$ cat src/usc_defines.svh
// Purpose: Register map, field positions, reset values and frame counts.
// Assumes: Byte addresses on a 32-bit Avalon-MM slave.
// Notes:   Definitions only.
`ifndef USC_DEFINES_SVH
`define USC_DEFINES_SVH

// Register byte offsets
`define USC_OFS_STAT    4'h0
`define USC_OFS_TXDATA  4'h4
`define USC_OFS_RXDATA  4'h8
`define USC_OFS_CFG     4'hC

// Status/control and CFG field positions
`define USC_B_TXISEL1   15
`define USC_B_TXINV     14
`define USC_B_TXISEL0   13
`define USC_B_TXBRK     11
`define USC_B_TXEN      10
`define USC_B_RXISEL1   7
`define USC_B_RXISEL0   6
`define USC_B_ADDRESS_DETECT_ENABLE     5
`define USC_B_OVERRUN_ERROR_FLAG      1
`define USC_B_INFRARED_ENCODE_ENABLE      16

// Reset values
`define USC_DIV_RST     16'h0363
`define USC_RDATA_RST   32'h0000_0000

// Buffer depth and frame shapes
`define USC_FIFO_DEPTH  4
`define USC_DATA_FRAME  4'hA
`define USC_BRK_FRAME   4'hE
`define USC_RX_LAST_BIT 3'h7

`endif

$ cat src/usc_pkg.sv
// Purpose: Types shared by the serial status and control block.
// Assumes: Nothing beyond the defines header.
// Notes:   Binary state codes written out.
package usc_pkg;

  // Transmit engine states
  typedef enum logic [0:0] {
    USC_TX_IDLE  = 1'b0,
    USC_TX_SHIFT = 1'b1
  } usc_tx_state_type;

  // Receive engine states
  typedef enum logic [1:0] {
    USC_RX_IDLE  = 2'b00,
    USC_RX_START = 2'b01,
    USC_RX_DATA  = 2'b10,
    USC_RX_STOP  = 2'b11
  } usc_rx_state_type;

endpackage : usc_pkg

$ cat src/usc_fifo.sv
// Purpose: Four-entry character buffer with the head held in a register.
// Assumes: The caller never pushes while full unless it pops the same cycle.
// Notes:   Entries shift toward slot 0 on a pop; flush empties it.
`timescale 1ns/1ps
`include "usc_defines.svh"

module usc_fifo #(
  parameter int WIDTH = 8
) (
  // Clock and reset
  input  wire logic             clk,
  input  wire logic             rstn,
  // Control
  input  wire logic             flush,
  input  wire logic             push,
  input  wire logic [WIDTH-1:0] din,
  input  wire logic             pop,
  // State
  output logic      [WIDTH-1:0] dout,
  output logic      [2:0]       count,
  output logic                  full,
  output logic                  empty
);

  logic [WIDTH-1:0] mem_ff [0:`USC_FIFO_DEPTH-1];
  logic [2:0]       cnt_ff;
  logic             do_pop;
  logic [2:0]       wslot;

  // Slot the incoming character lands in
  assign do_pop = pop & (cnt_ff != 3'h0);
  assign wslot  = do_pop ? cnt_ff - 3'h1 : cnt_ff;

  // Fill level
  always_ff @(posedge clk) begin
    if (!rstn || flush) begin
      cnt_ff <= 3'h0;
    end else begin
      cnt_ff <= cnt_ff + {2'b00, push} - {2'b00, do_pop};
    end
  end

  // Storage, shifting toward the head
  always_ff @(posedge clk) begin
    for (int i = 0; i < `USC_FIFO_DEPTH; i++) begin
      if (push && wslot == 3'(i)) begin
        mem_ff[i] <= din;
      end else if (do_pop && i < `USC_FIFO_DEPTH - 1) begin
        mem_ff[i] <= mem_ff[2'(i + 1)];
      end
    end
  end

  assign dout  = mem_ff[0];
  assign count = cnt_ff;
  assign full  = (cnt_ff == 3'(`USC_FIFO_DEPTH));
  assign empty = (cnt_ff == 3'h0);

endmodule : usc_fifo

$ cat src/usc_top.sv
// Purpose: Status and control of an asynchronous serial transceiver.
// Assumes: Avalon-MM byte addresses; serial_rx_pin is synchronous to clk.
// Notes:   8 data bits, one stop bit, no parity; the baud divisor is in CFG.
// Function
// - Selector 10 pulses the transmit event when a load into the shifter empties the buffer.
// - Selector 01 pulses the transmit event once the last character is fully shifted out.
// - Selector 00 pulses the transmit event on every load into the shifter.
// - With infrared off the line idles low when inverted and high otherwise.
// - With infrared on the encoded line idles high when inverted and low otherwise.
// - A break request sends a start bit, twelve zero bits and a stop bit next.
// - Hardware clears the break request when the break frame has been sent.
// - The transmitter owns the pin while enabled and hands it back when disabled.
// - Disabling transmit aborts the frame in flight and empties the buffer.
// - The read-only buffer-full flag shows that no slot is free.
// - The shifter-empty flag is set only when shifter and buffer are both empty.
// - The shifter-empty flag is low while a character shifts or waits, and ignores writes.
// - Receive selector 11 pulses the receive event when a transfer makes four characters.
// - Receive selector 10 pulses the receive event when a transfer makes three characters.
// - Receive selector 00 or 01 pulses the receive event on every transfer.
//
// Implementation choices: the placing of the registers and the Avalon-MM interface to the registers.
`timescale 1ns/1ps
`include "usc_defines.svh"

module usc_top
  import usc_pkg::*;
(
  // Clock and reset
  input  wire logic        clk,
  input  wire logic        rstn,
  // Avalon-MM slave
  input  wire logic [3:0]  address,
  input  wire logic        read,
  input  wire logic        write,
  input  wire logic [3:0]  byteenable,
  input  wire logic [31:0] writedata,
  output logic      [31:0] readdata,
  output logic             waitrequest,
  // Serial line
  output logic             serial_tx_pin,
  output logic             serial_tx_oe,
  input  wire logic        serial_rx_pin,
  // Event pulses
  output logic             tx_irq,
  output logic             rx_irq
);

  // Bus handshake
  logic             ack_ff;
  logic [31:0]      readdata_ff;
  logic             wr_acc;
  logic             rd_acc;
  logic             sel_stat;
  logic             sel_tx;
  logic             sel_rx;
  logic             sel_cfg;
  logic             wr_hi;
  logic             wr_lo;
  // Control fields
  logic [1:0]       tx_irq_select_ff;
  logic             tx_idle_invert_ff;
  logic             tx_break_request_ff;
  logic             tx_enable_bit_ff;
  logic [1:0]       rx_irq_select_ff;
  logic             address_detect_enable_ff;
  logic             overrun_error_flag_ff;
  logic             infrared_encode_enable_ff;
  logic [15:0]      baud_div_ff;
  // Status
  logic             tx_buffer_full;
  logic             tx_shifter_empty;
  logic             rx_idle_flag;
  logic             framing_error_flag;
  logic             parity_error_flag;
  logic             rx_data_available;
  logic [15:0]      stat_word;
  // Transmit path
  usc_tx_state_type tx_state_ff;
  logic [13:0]      tx_shift_register_ff;
  logic [3:0]       tx_left_ff;
  logic [15:0]      tx_baud_ff;
  logic             tx_is_brk_ff;
  logic             tx_push;
  logic             tx_load;
  logic             tx_tick;
  logic             tx_done;
  logic             tx_bit;
  logic             ir_pulse;
  logic [7:0]       txq_head;
  logic [2:0]       txq_count;
  logic             txq_full;
  logic             txq_empty;
  logic             serial_tx_pin_ff;
  logic             serial_tx_oe_ff;
  logic             tx_irq_ff;
  logic             nxt_tx_irq;
  // Receive path
  usc_rx_state_type rx_state_ff;
  logic [15:0]      rx_baud_ff;
  logic [2:0]       rx_bits_ff;
  logic [7:0]       rx_shift_register_ff;
  logic             rx_frame_done;
  logic             rx_push;
  logic             rx_pop;
  logic             rx_overrun;
  logic [8:0]       rxq_head;
  logic [2:0]       rxq_count;
  logic [2:0]       rxq_next_cnt;
  logic             rxq_full;
  logic             rxq_empty;
  logic             rx_irq_ff;
  logic             nxt_rx_irq;

  // Address decode and accept strobes; every access takes one wait cycle
  assign sel_stat    = (address == `USC_OFS_STAT);
  assign sel_tx      = (address == `USC_OFS_TXDATA);
  assign sel_rx      = (address == `USC_OFS_RXDATA);
  assign sel_cfg     = (address == `USC_OFS_CFG);
  assign wr_acc      = write & ack_ff;
  assign rd_acc      = read & ack_ff;
  assign wr_hi       = wr_acc & sel_stat & byteenable[1];
  assign wr_lo       = wr_acc & sel_stat & byteenable[0];
  assign waitrequest = (read | write) & ~ack_ff;
  assign readdata    = readdata_ff;

  // Acknowledge one cycle after the request appears
  always_ff @(posedge clk) begin
    if (!rstn) begin
      ack_ff <= 1'b0;
    end else begin
      ack_ff <= (read | write) & ~ack_ff;
    end
  end

  // Read data captured in the wait cycle; unmapped offsets read zero
  always_ff @(posedge clk) begin
    if (!rstn) begin
      readdata_ff <= `USC_RDATA_RST;
    end else if (read && !ack_ff) begin
      if (sel_stat) begin
        readdata_ff <= {16'h0000, stat_word};
      end else if (sel_rx) begin
        readdata_ff <= {23'h00_0000, rxq_head};
      end else if (sel_cfg) begin
        readdata_ff <= {15'h0000, infrared_encode_enable_ff, baud_div_ff};
      end else begin
        readdata_ff <= `USC_RDATA_RST;
      end
    end
  end

  // Status word; flags other than overrun are computed, so writes cannot touch them
  assign tx_buffer_full     = txq_full;
  assign tx_shifter_empty   = (tx_state_ff == USC_TX_IDLE) & txq_empty;
  assign rx_idle_flag       = (rx_state_ff == USC_RX_IDLE);
  assign framing_error_flag = rxq_head[8] & ~rxq_empty;
  assign parity_error_flag  = 1'b0;
  assign rx_data_available  = ~rxq_empty;
  assign stat_word = {tx_irq_select_ff[1], tx_idle_invert_ff, tx_irq_select_ff[0], 1'b0,
                      tx_break_request_ff, tx_enable_bit_ff, tx_buffer_full,
                      tx_shifter_empty, rx_irq_select_ff, address_detect_enable_ff,
                      rx_idle_flag, parity_error_flag, framing_error_flag,
                      overrun_error_flag_ff, rx_data_available};

  // Writable control fields of the status/control register
  always_ff @(posedge clk) begin
    if (!rstn) begin
      tx_irq_select_ff         <= 2'b00;
      tx_idle_invert_ff        <= 1'b0;
      tx_enable_bit_ff         <= 1'b0;
      rx_irq_select_ff         <= 2'b00;
      address_detect_enable_ff <= 1'b0;
    end else begin
      if (wr_hi) begin
        tx_irq_select_ff  <= {writedata[`USC_B_TXISEL1], writedata[`USC_B_TXISEL0]};
        tx_idle_invert_ff <= writedata[`USC_B_TXINV];
        tx_enable_bit_ff  <= writedata[`USC_B_TXEN];
      end
      if (wr_lo) begin
        rx_irq_select_ff         <= {writedata[`USC_B_RXISEL1], writedata[`USC_B_RXISEL0]};
        address_detect_enable_ff <= writedata[`USC_B_ADDRESS_DETECT_ENABLE];
      end
    end
  end

  // Break request: software write wins, hardware clears at frame end
  always_ff @(posedge clk) begin
    if (!rstn) begin
      tx_break_request_ff <= 1'b0;
    end else if (wr_hi) begin
      tx_break_request_ff <= writedata[`USC_B_TXBRK];
    end else if (tx_done && tx_is_brk_ff) begin
      tx_break_request_ff <= 1'b0;
    end
  end

  // Overrun flag: a new overrun wins over a clearing write
  always_ff @(posedge clk) begin
    if (!rstn) begin
      overrun_error_flag_ff <= 1'b0;
    end else if (rx_overrun) begin
      overrun_error_flag_ff <= 1'b1;
    end else if (wr_lo && !writedata[`USC_B_OVERRUN_ERROR_FLAG]) begin
      overrun_error_flag_ff <= 1'b0;
    end
  end

  // Configuration: baud divisor and infrared encoder enable
  always_ff @(posedge clk) begin
    if (!rstn) begin
      baud_div_ff               <= `USC_DIV_RST;
      infrared_encode_enable_ff <= 1'b0;
    end else if (wr_acc && sel_cfg) begin
      if (byteenable[0]) begin
        baud_div_ff[7:0] <= writedata[7:0];
      end
      if (byteenable[1]) begin
        baud_div_ff[15:8] <= writedata[15:8];
      end
      if (byteenable[2]) begin
        infrared_encode_enable_ff <= writedata[`USC_B_INFRARED_ENCODE_ENABLE];
      end
    end
  end

  // Transmit buffer; held empty while transmit is disabled
  assign tx_push = wr_acc & sel_tx & byteenable[0] & tx_enable_bit_ff & ~txq_full;

  usc_fifo #(
    .WIDTH (8)
  ) u_txq (
    .clk   (clk),
    .rstn  (rstn),
    .flush (~tx_enable_bit_ff),
    .push  (tx_push),
    .din   (writedata[7:0]),
    .pop   (tx_load),
    .dout  (txq_head),
    .count (txq_count),
    .full  (txq_full),
    .empty (txq_empty)
  );

  // Transmit engine strobes
  assign tx_load = tx_enable_bit_ff & (tx_state_ff == USC_TX_IDLE) & ~txq_empty;
  assign tx_tick = (tx_baud_ff == baud_div_ff);
  assign tx_done = (tx_state_ff == USC_TX_SHIFT) & tx_tick & (tx_left_ff == 4'h1);

  // Shifter: data frame or break frame, LSB first, one bit per baud period
  always_ff @(posedge clk) begin
    if (!rstn || !tx_enable_bit_ff) begin
      tx_state_ff          <= USC_TX_IDLE;
      tx_shift_register_ff <= 14'h3FFF;
      tx_left_ff           <= 4'h0;
      tx_baud_ff           <= 16'h0000;
      tx_is_brk_ff         <= 1'b0;
    end else begin
      case (tx_state_ff)
        USC_TX_IDLE: begin
          if (tx_load) begin
            tx_state_ff  <= USC_TX_SHIFT;
            tx_baud_ff   <= 16'h0000;
            tx_is_brk_ff <= tx_break_request_ff;
            if (tx_break_request_ff) begin
              tx_shift_register_ff <= {1'b1, 12'h000, 1'b0};
              tx_left_ff           <= `USC_BRK_FRAME;
            end else begin
              tx_shift_register_ff <= {4'hF, 1'b1, txq_head, 1'b0};
              tx_left_ff           <= `USC_DATA_FRAME;
            end
          end
        end
        USC_TX_SHIFT: begin
          if (tx_tick) begin
            tx_baud_ff           <= 16'h0000;
            tx_shift_register_ff <= {1'b1, tx_shift_register_ff[13:1]};
            tx_left_ff           <= tx_left_ff - 4'h1;
            if (tx_left_ff == 4'h1) begin
              tx_state_ff <= USC_TX_IDLE;
            end
          end else begin
            tx_baud_ff <= tx_baud_ff + 16'h0001;
          end
        end
        default: begin
          tx_state_ff <= USC_TX_IDLE;
        end
      endcase
    end
  end

  // Line level and infrared pulse (zero bits pulse for a quarter period)
  assign tx_bit   = (tx_state_ff == USC_TX_SHIFT) ? tx_shift_register_ff[0] : 1'b1;
  assign ir_pulse = (tx_state_ff == USC_TX_SHIFT) & ~tx_shift_register_ff[0] &
                    (tx_baud_ff < {2'b00, baud_div_ff[15:2]});

  // Registered pin drive and ownership
  always_ff @(posedge clk) begin
    if (!rstn) begin
      serial_tx_pin_ff <= 1'b1;
      serial_tx_oe_ff  <= 1'b0;
    end else begin
      if (infrared_encode_enable_ff) begin
        serial_tx_pin_ff <= ir_pulse ^ tx_idle_invert_ff;
      end else begin
        serial_tx_pin_ff <= tx_bit ^ tx_idle_invert_ff;
      end
      serial_tx_oe_ff <= tx_enable_bit_ff;
    end
  end

  assign serial_tx_pin = serial_tx_pin_ff;
  assign serial_tx_oe  = serial_tx_oe_ff;

  // Transmit event selection
  always_comb begin
    case (tx_irq_select_ff)
      2'b00:   nxt_tx_irq = tx_load;
      2'b10:   nxt_tx_irq = tx_load & (txq_count == 3'h1) & ~tx_push;
      2'b01:   nxt_tx_irq = tx_done & txq_empty;
      default: nxt_tx_irq = 1'b0;
    endcase
  end

  // Receive engine: start found at half period, data sampled each period
  always_ff @(posedge clk) begin
    if (!rstn) begin
      rx_state_ff          <= USC_RX_IDLE;
      rx_baud_ff           <= 16'h0000;
      rx_bits_ff           <= 3'h0;
      rx_shift_register_ff <= 8'h00;
    end else begin
      case (rx_state_ff)
        USC_RX_IDLE: begin
          rx_baud_ff <= 16'h0000;
          if (!serial_rx_pin) begin
            rx_state_ff <= USC_RX_START;
          end
        end
        USC_RX_START: begin
          if (rx_baud_ff == {1'b0, baud_div_ff[15:1]}) begin
            rx_baud_ff  <= 16'h0000;
            rx_bits_ff  <= 3'h0;
            rx_state_ff <= serial_rx_pin ? USC_RX_IDLE : USC_RX_DATA;
          end else begin
            rx_baud_ff <= rx_baud_ff + 16'h0001;
          end
        end
        USC_RX_DATA: begin
          if (rx_baud_ff == baud_div_ff) begin
            rx_baud_ff           <= 16'h0000;
            rx_shift_register_ff <= {serial_rx_pin, rx_shift_register_ff[7:1]};
            rx_bits_ff           <= rx_bits_ff + 3'h1;
            if (rx_bits_ff == `USC_RX_LAST_BIT) begin
              rx_state_ff <= USC_RX_STOP;
            end
          end else begin
            rx_baud_ff <= rx_baud_ff + 16'h0001;
          end
        end
        USC_RX_STOP: begin
          if (rx_baud_ff == baud_div_ff) begin
            rx_state_ff <= USC_RX_IDLE;
          end else begin
            rx_baud_ff <= rx_baud_ff + 16'h0001;
          end
        end
        default: begin
          rx_state_ff <= USC_RX_IDLE;
        end
      endcase
    end
  end

  // Transfer into the receive buffer; dropped while full or overrun stands
  assign rx_frame_done = (rx_state_ff == USC_RX_STOP) & (rx_baud_ff == baud_div_ff);
  assign rx_push       = rx_frame_done & ~rxq_full & ~overrun_error_flag_ff;
  assign rx_overrun    = rx_frame_done & rxq_full;
  assign rx_pop        = rd_acc & sel_rx & ~rxq_empty;
  assign rxq_next_cnt  = rxq_count + 3'h1 - {2'b00, rx_pop};

  usc_fifo #(
    .WIDTH (9)
  ) u_rxq (
    .clk   (clk),
    .rstn  (rstn),
    .flush (1'b0),
    .push  (rx_push),
    .din   ({~serial_rx_pin, rx_shift_register_ff}),
    .pop   (rx_pop),
    .dout  (rxq_head),
    .count (rxq_count),
    .full  (rxq_full),
    .empty (rxq_empty)
  );

  // Receive event selection
  always_comb begin
    case (rx_irq_select_ff)
      2'b11:   nxt_rx_irq = rx_push & (rxq_next_cnt == 3'h4);
      2'b10:   nxt_rx_irq = rx_push & (rxq_next_cnt == 3'h3);
      default: nxt_rx_irq = rx_push;
    endcase
  end

  // Registered event pulses
  always_ff @(posedge clk) begin
    if (!rstn) begin
      tx_irq_ff <= 1'b0;
      rx_irq_ff <= 1'b0;
    end else begin
      tx_irq_ff <= nxt_tx_irq;
      rx_irq_ff <= nxt_rx_irq;
    end
  end

  assign tx_irq = tx_irq_ff;
  assign rx_irq = rx_irq_ff;

endmodule : usc_top
$ cat config.mk
export PLATFORM = sky130hd
export DESIGN_NAME = usc_top
export DESIGN_NICKNAME = d
export VERILOG_FILES = /design/src/usc_pkg.sv /design/src/usc_fifo.sv /design/src/usc_top.sv
export VERILOG_INCLUDE_DIRS = /design/src
export SDC_FILE = /design/constraint.sdc
export NUM_CORES = 1
export LEC_CHECK = 0
export ABC_AREA = 1
export BUFFER_PORTS_ARGS = -buffer_cell sky130_fd_sc_hd__buf_2
export CAP_MARGIN = 30
export CORE_ASPECT_RATIO = 1.25
export CORE_UTILIZATION = 37
export CTS_CLUSTER_DIAMETER = 200
export DETAILED_ROUTE_END_ITERATION = 7
export PLACE_DENSITY_LB_ADDON = 0.12
export SLEW_MARGIN = 20
export SYNTH_ARGS = -nofsm -noshare
export SYNTH_HDL_FRONTEND = slang
export SYNTH_HIERARCHICAL = 1
export SYNTH_SLANG_ARGS = --single-unit
$ cat constraint.sdc
create_clock -name clk -period 7.3 [get_ports clk]
set_clock_uncertainty 0.2 [all_clocks]
set_input_delay 0.365 -clock clk [delete_from_list [all_inputs] [get_ports clk]]
set_output_delay 0.365 -clock clk [all_outputs]
set_load 0.1 [all_outputs]
==> metrics.md <==
| Metric | Value |
|---|---|
| Outcome | `complete, no violations` |
| Max_slew headroom | `0.403` |
| Asr flop ratio synth | `0` |
| Row count | `67` |
| Mux cell area share after synthesis | `0` |
| Drt drc | `0` |
| CP Launch Type | `primary input` |
| Layout cell share with drive strength beyond 1 | `0.109` |
| Number of global-route vias before repair | `7920` |
| Setup TNS Final | `0 ns` |
| Max Slew Vio Count | `0` |
| Switch share | `0.279` |
| CTS buffer count | `17` |
| Fmax | `0.221 GHz` |
| Drt wl/cell | `15.0 µm` |
| Post-synthesis compound-gate area fraction | `0.106` |
| Syn. warnings | `6` |
| Max cap viols | `0` |
| DP HPWL | `19.0 mm` |
| Reg2reg end | `u_rxq/mem_ff[0][16]` |
| Nets | `approximately 1.4k` |
| Vias | `around 8.2k` |
| CTS tree | `yes` |
| CORE AREA | `26700 µm²` |
| Post-route cell area | `11000 µm²` |
| Post-synthesis xor/xnor area fraction | `0.0253` |
| Final hold vios | `0` |
| Port Buffers | `50` |
| Routed Antenna Nets | `0` |
| Fin crit period | `4.53 ns` |
| Placed inst area | `10300 µm²` |
| # Post-CTS Setup Buffers | `0` |
| Measured slew at the worst slew-check pin | `0.894 ns` |
| Clk pwr share | `0.423` |
| Area share of fa/ha/maj cells after synthesis | `0.0377` |
| Die X | `149 µm` |
| Sink Count | `186` |
| DR iter-0 viols | `458` |
| Hold_buf cts | `3` |
| Place WS | `2.27 ns` |
| H-tree levels | `4` |
| Pwr dens | `198 nW/µm²` |
| Syn avg cell area | `7.68 µm²` |
| Final total power | `2.17 mW` |
| Post-synthesis simple-gate area fraction | `0.289` |
| FF-to-FF setup slack | `2.79 ns` |
| Top Ports | `82` |
| Reg power frac | `0.501` |
| Post-synthesis sequential area ratio | `0.439` |
| R2r startpoint | `u_rxq/count[1]` |
| Peak supply drop | `0.140 mV` |
| Tcrit/Tclk final | `0.621` |
| Die area | `approximately 28000 µm²` |
| Synth Cell Area | `about 10000 µm²` |
| Largest family of logic cells by synthesized area | `simple AND/OR/NAND/NOR gates` |
| Area growth syn-to-layout | `9.30%` |
| Drt pass-1 iters | `6` |
| Post-route worst setup slack | `2.77 ns` |
| Hold WS | `0.0197 ns` |
| P_int | `1.56 mW` |
| CP Class | `primary input to flop` |
| Final setup viols | `0` |
| Post-cts sizing count | `0` |
| Top_reg_cell synth | `dfxtp_1` |
| Post-synth EDFFs | `68` |
| Clk_lat worst skew | `0.44 ns` |
| Path depth of the worst reg2reg path | `13` |
| DR vias/cell | `between 4 and 5` |
| Logic pwr share | `0.076` |
| WP data required | `7.21 ns` |
| Gr usage total | `0.193` |
| Largest net degree at the start of global routing | `59` |
| CTS root buffer | `clkbuf_16` |
| Initial antenna violation count | `1` |
| Initial Util | `0.375` |
| Chip height | `186 µm` |
| Final Wtd Congestion | `0.851` |
| Data arrival, critical path | `4.44 ns` |
| Clk slew on worst S/H paths | `0.08 ns` |
| Pleak | `about 4.6 nW` |
| RSZ-0062 raised after global routing | `no` |
| Switching pwr | `0.606 mW` |
| Hold Path Class | `primary input to flop` |
| Post-synthesis register bit count | `186` |
| Yosys cell types | `48` |
| First-pass GRT wire length | `between 40 and 50 mm` |
| GR Overflow Total | `0` |
| Syn Inst Count | `1306` |
| Crit path from | `address[1]` |
| CTS max path bufs | `2` |
| CP endpoint | `u_rxq/mem_ff[0][16]` |
| CP Max Fanout | `32` |
| Crit path capture type | `flop` |
| Drt total wl | `25.4 mm` |
-- power by group through the flow --
stage	clock (mW)	combinational, mW	sequential (mW)
3_3_place_gp	0	0.166	1.11
5_1_grt	0.984	0.179	1.09
2_1_floorplan	0	0.0918	1.15
6_report	0.917	0.166	1.09
3_5_place_dp	0	0.166	1.11
4_1_cts	0.944	0.168	1.09
-- per-stage QoR --
step | std cells | utilization
floorplan | 1321 | -
global placement | 1653 | 0.387
detailed placement | 1653 | 0.387
CTS | 1688 | 0.409
global route | 1690 | 0.410
finish | 1690 | 0.410
-- cell usage in the layout, fill, tap and decap left out, drive strengths merged, types with 4 or more instances in the layout --
cell type    n
o21ai       83
clkbuf      17
nor3        26
nand3       96
clkinv       6
nand2      396
inv        161
nor4         4
xor2        16
nor2        95
xnor2       13
nand3b       7
o211ai       9
o221ai       6
conb        16
edfxtp      68
nand4       17
a21oi       82
nor3b        4
dfxtp      118
buf         55
ha          27
a31oi        4
-- worst min-delay path by stage --
stage	start	end	slack (ns)	cells past startpoint
global placement	tx_shift_register_ff[11]	tx_shift_register_ff[11]	0.24	2
CTS	writedata[12]	baud_div_ff[12]	0.005	3
global route	writedata[0]	u_txq/mem_ff[1][8]	0.02	1
floorplan	tx_irq_select_ff[0]	tx_irq	0.23	1
finish	writedata[12]	baud_div_ff[12]	0.02	3
detailed placement	tx_shift_register_ff[11]	tx_shift_register_ff[11]	0.25	2
-- logic make-up (layout without fill, tap and decap cells) --
logic type                 count (synthesis)  after routing
xor gates and xnor gates                  29             29
buffers and inverters                    222            245
and+or+nand+nor                          648            648
DFF                                      186            186
adders and majority gates                 29             29
other                                      1             17
AOI/OAI and AO/OA                        191            191
-- cell usage after synthesis, types with 2 or more instances --
cell / instances / area share
nand2_1: 379 / 0.14
inv_1: 137 / 0.051
dfxtp_1: 118 / 0.24
nor2_1: 91 / 0.034
nand3_1: 86 / 0.043
o21ai_0: 81 / 0.040
a21oi_1: 79 / 0.039
edfxtp_1: 68 / 0.20
buf_4: 34 / 0.025
ha_1: 27 / 0.034
nor3_1: 23 / 0.011
inv_2: 17 / 0.0064
nand4_1: 17 / 0.011
clkbuf_1: 16 / 0.0060
xor2_1: 16 / 0.014
xnor2_1: 13 / 0.011
nand2_2: 10 / 0.0062
o211ai_1: 9 / 0.0067
buf_2: 7 / 0.0035
buf_6: 7 / 0.0079
nand2_4: 7 / 0.0079
nand3_2: 7 / 0.0070
nand3b_1: 7 / 0.0052
o221ai_1: 6 / 0.0052
a31oi_1: 4 / 0.0025
nor4_1: 4 / 0.0025
a211oi_1: 3 / 0.0022
nand3_4: 3 / 0.0052
nor2_4: 3 / 0.0034
nor3b_1: 3 / 0.0022
a21oi_4: 2 / 0.0032
clkbuf_2: 2 / 0.0010
fa_1: 2 / 0.0040
nor3_4: 2 / 0.0032
o21ai_1: 2 / 0.0010
or2_2: 2 / 0.0012
-- worst max-delay path, cell delays in order --
cell and delay, ns:
buf_2 0.09, nor2_1 0.20, inv_1 0.13, nor3_1 0.64
inv_1 0.18, nor4_1 0.65, inv_1 0.18, a21oi_4 0.72
ha_1 0.39, inv_1 0.07, nand2_1 0.09, inv_1 0.12
nand3_2 0.24, nand2_1 0.37
-- final cells by class --
type | count | area [µm²]
flip-flops and latches | 186 | 4400
clock inverters | 15 | 149
repair buffers | 58 | 318
well taps | 345 | 432
diodes | 1 | 2.50
multi-input cells | 913 | 4650
clock buffers | 17 | 425
inverters | 155 | 582
fillers | 2776 | 15800
-- layer usage --
metal  up-vias  wire length [µm]  track usage
met5         -                 0            0
met4         0               705       0.0763
met1      3818             11200        0.225
met2       110             12800        0.349
li1       4273                 -            -
met3        26               687       0.0306
-- sequential cells by signal, summed over array words and instances, names as in the netlist, 2 cells and up, named ones only --
signal / cells
tx_baud_ff: 16
tx_left_ff: 4
u_txq/mem_ff: 32
u_txq/count: 3
rx_irq_select_ff: 2
rx_baud_ff: 16
rx_shift_register_ff: 8
baud_div_ff: 16
readdata: 17
rx_bits_ff: 3
tx_shift_register_ff: 13
u_rxq/mem_ff: 36
u_rxq/count: 3
tx_irq_select_ff: 2
(Power assumes the default switching activity.)
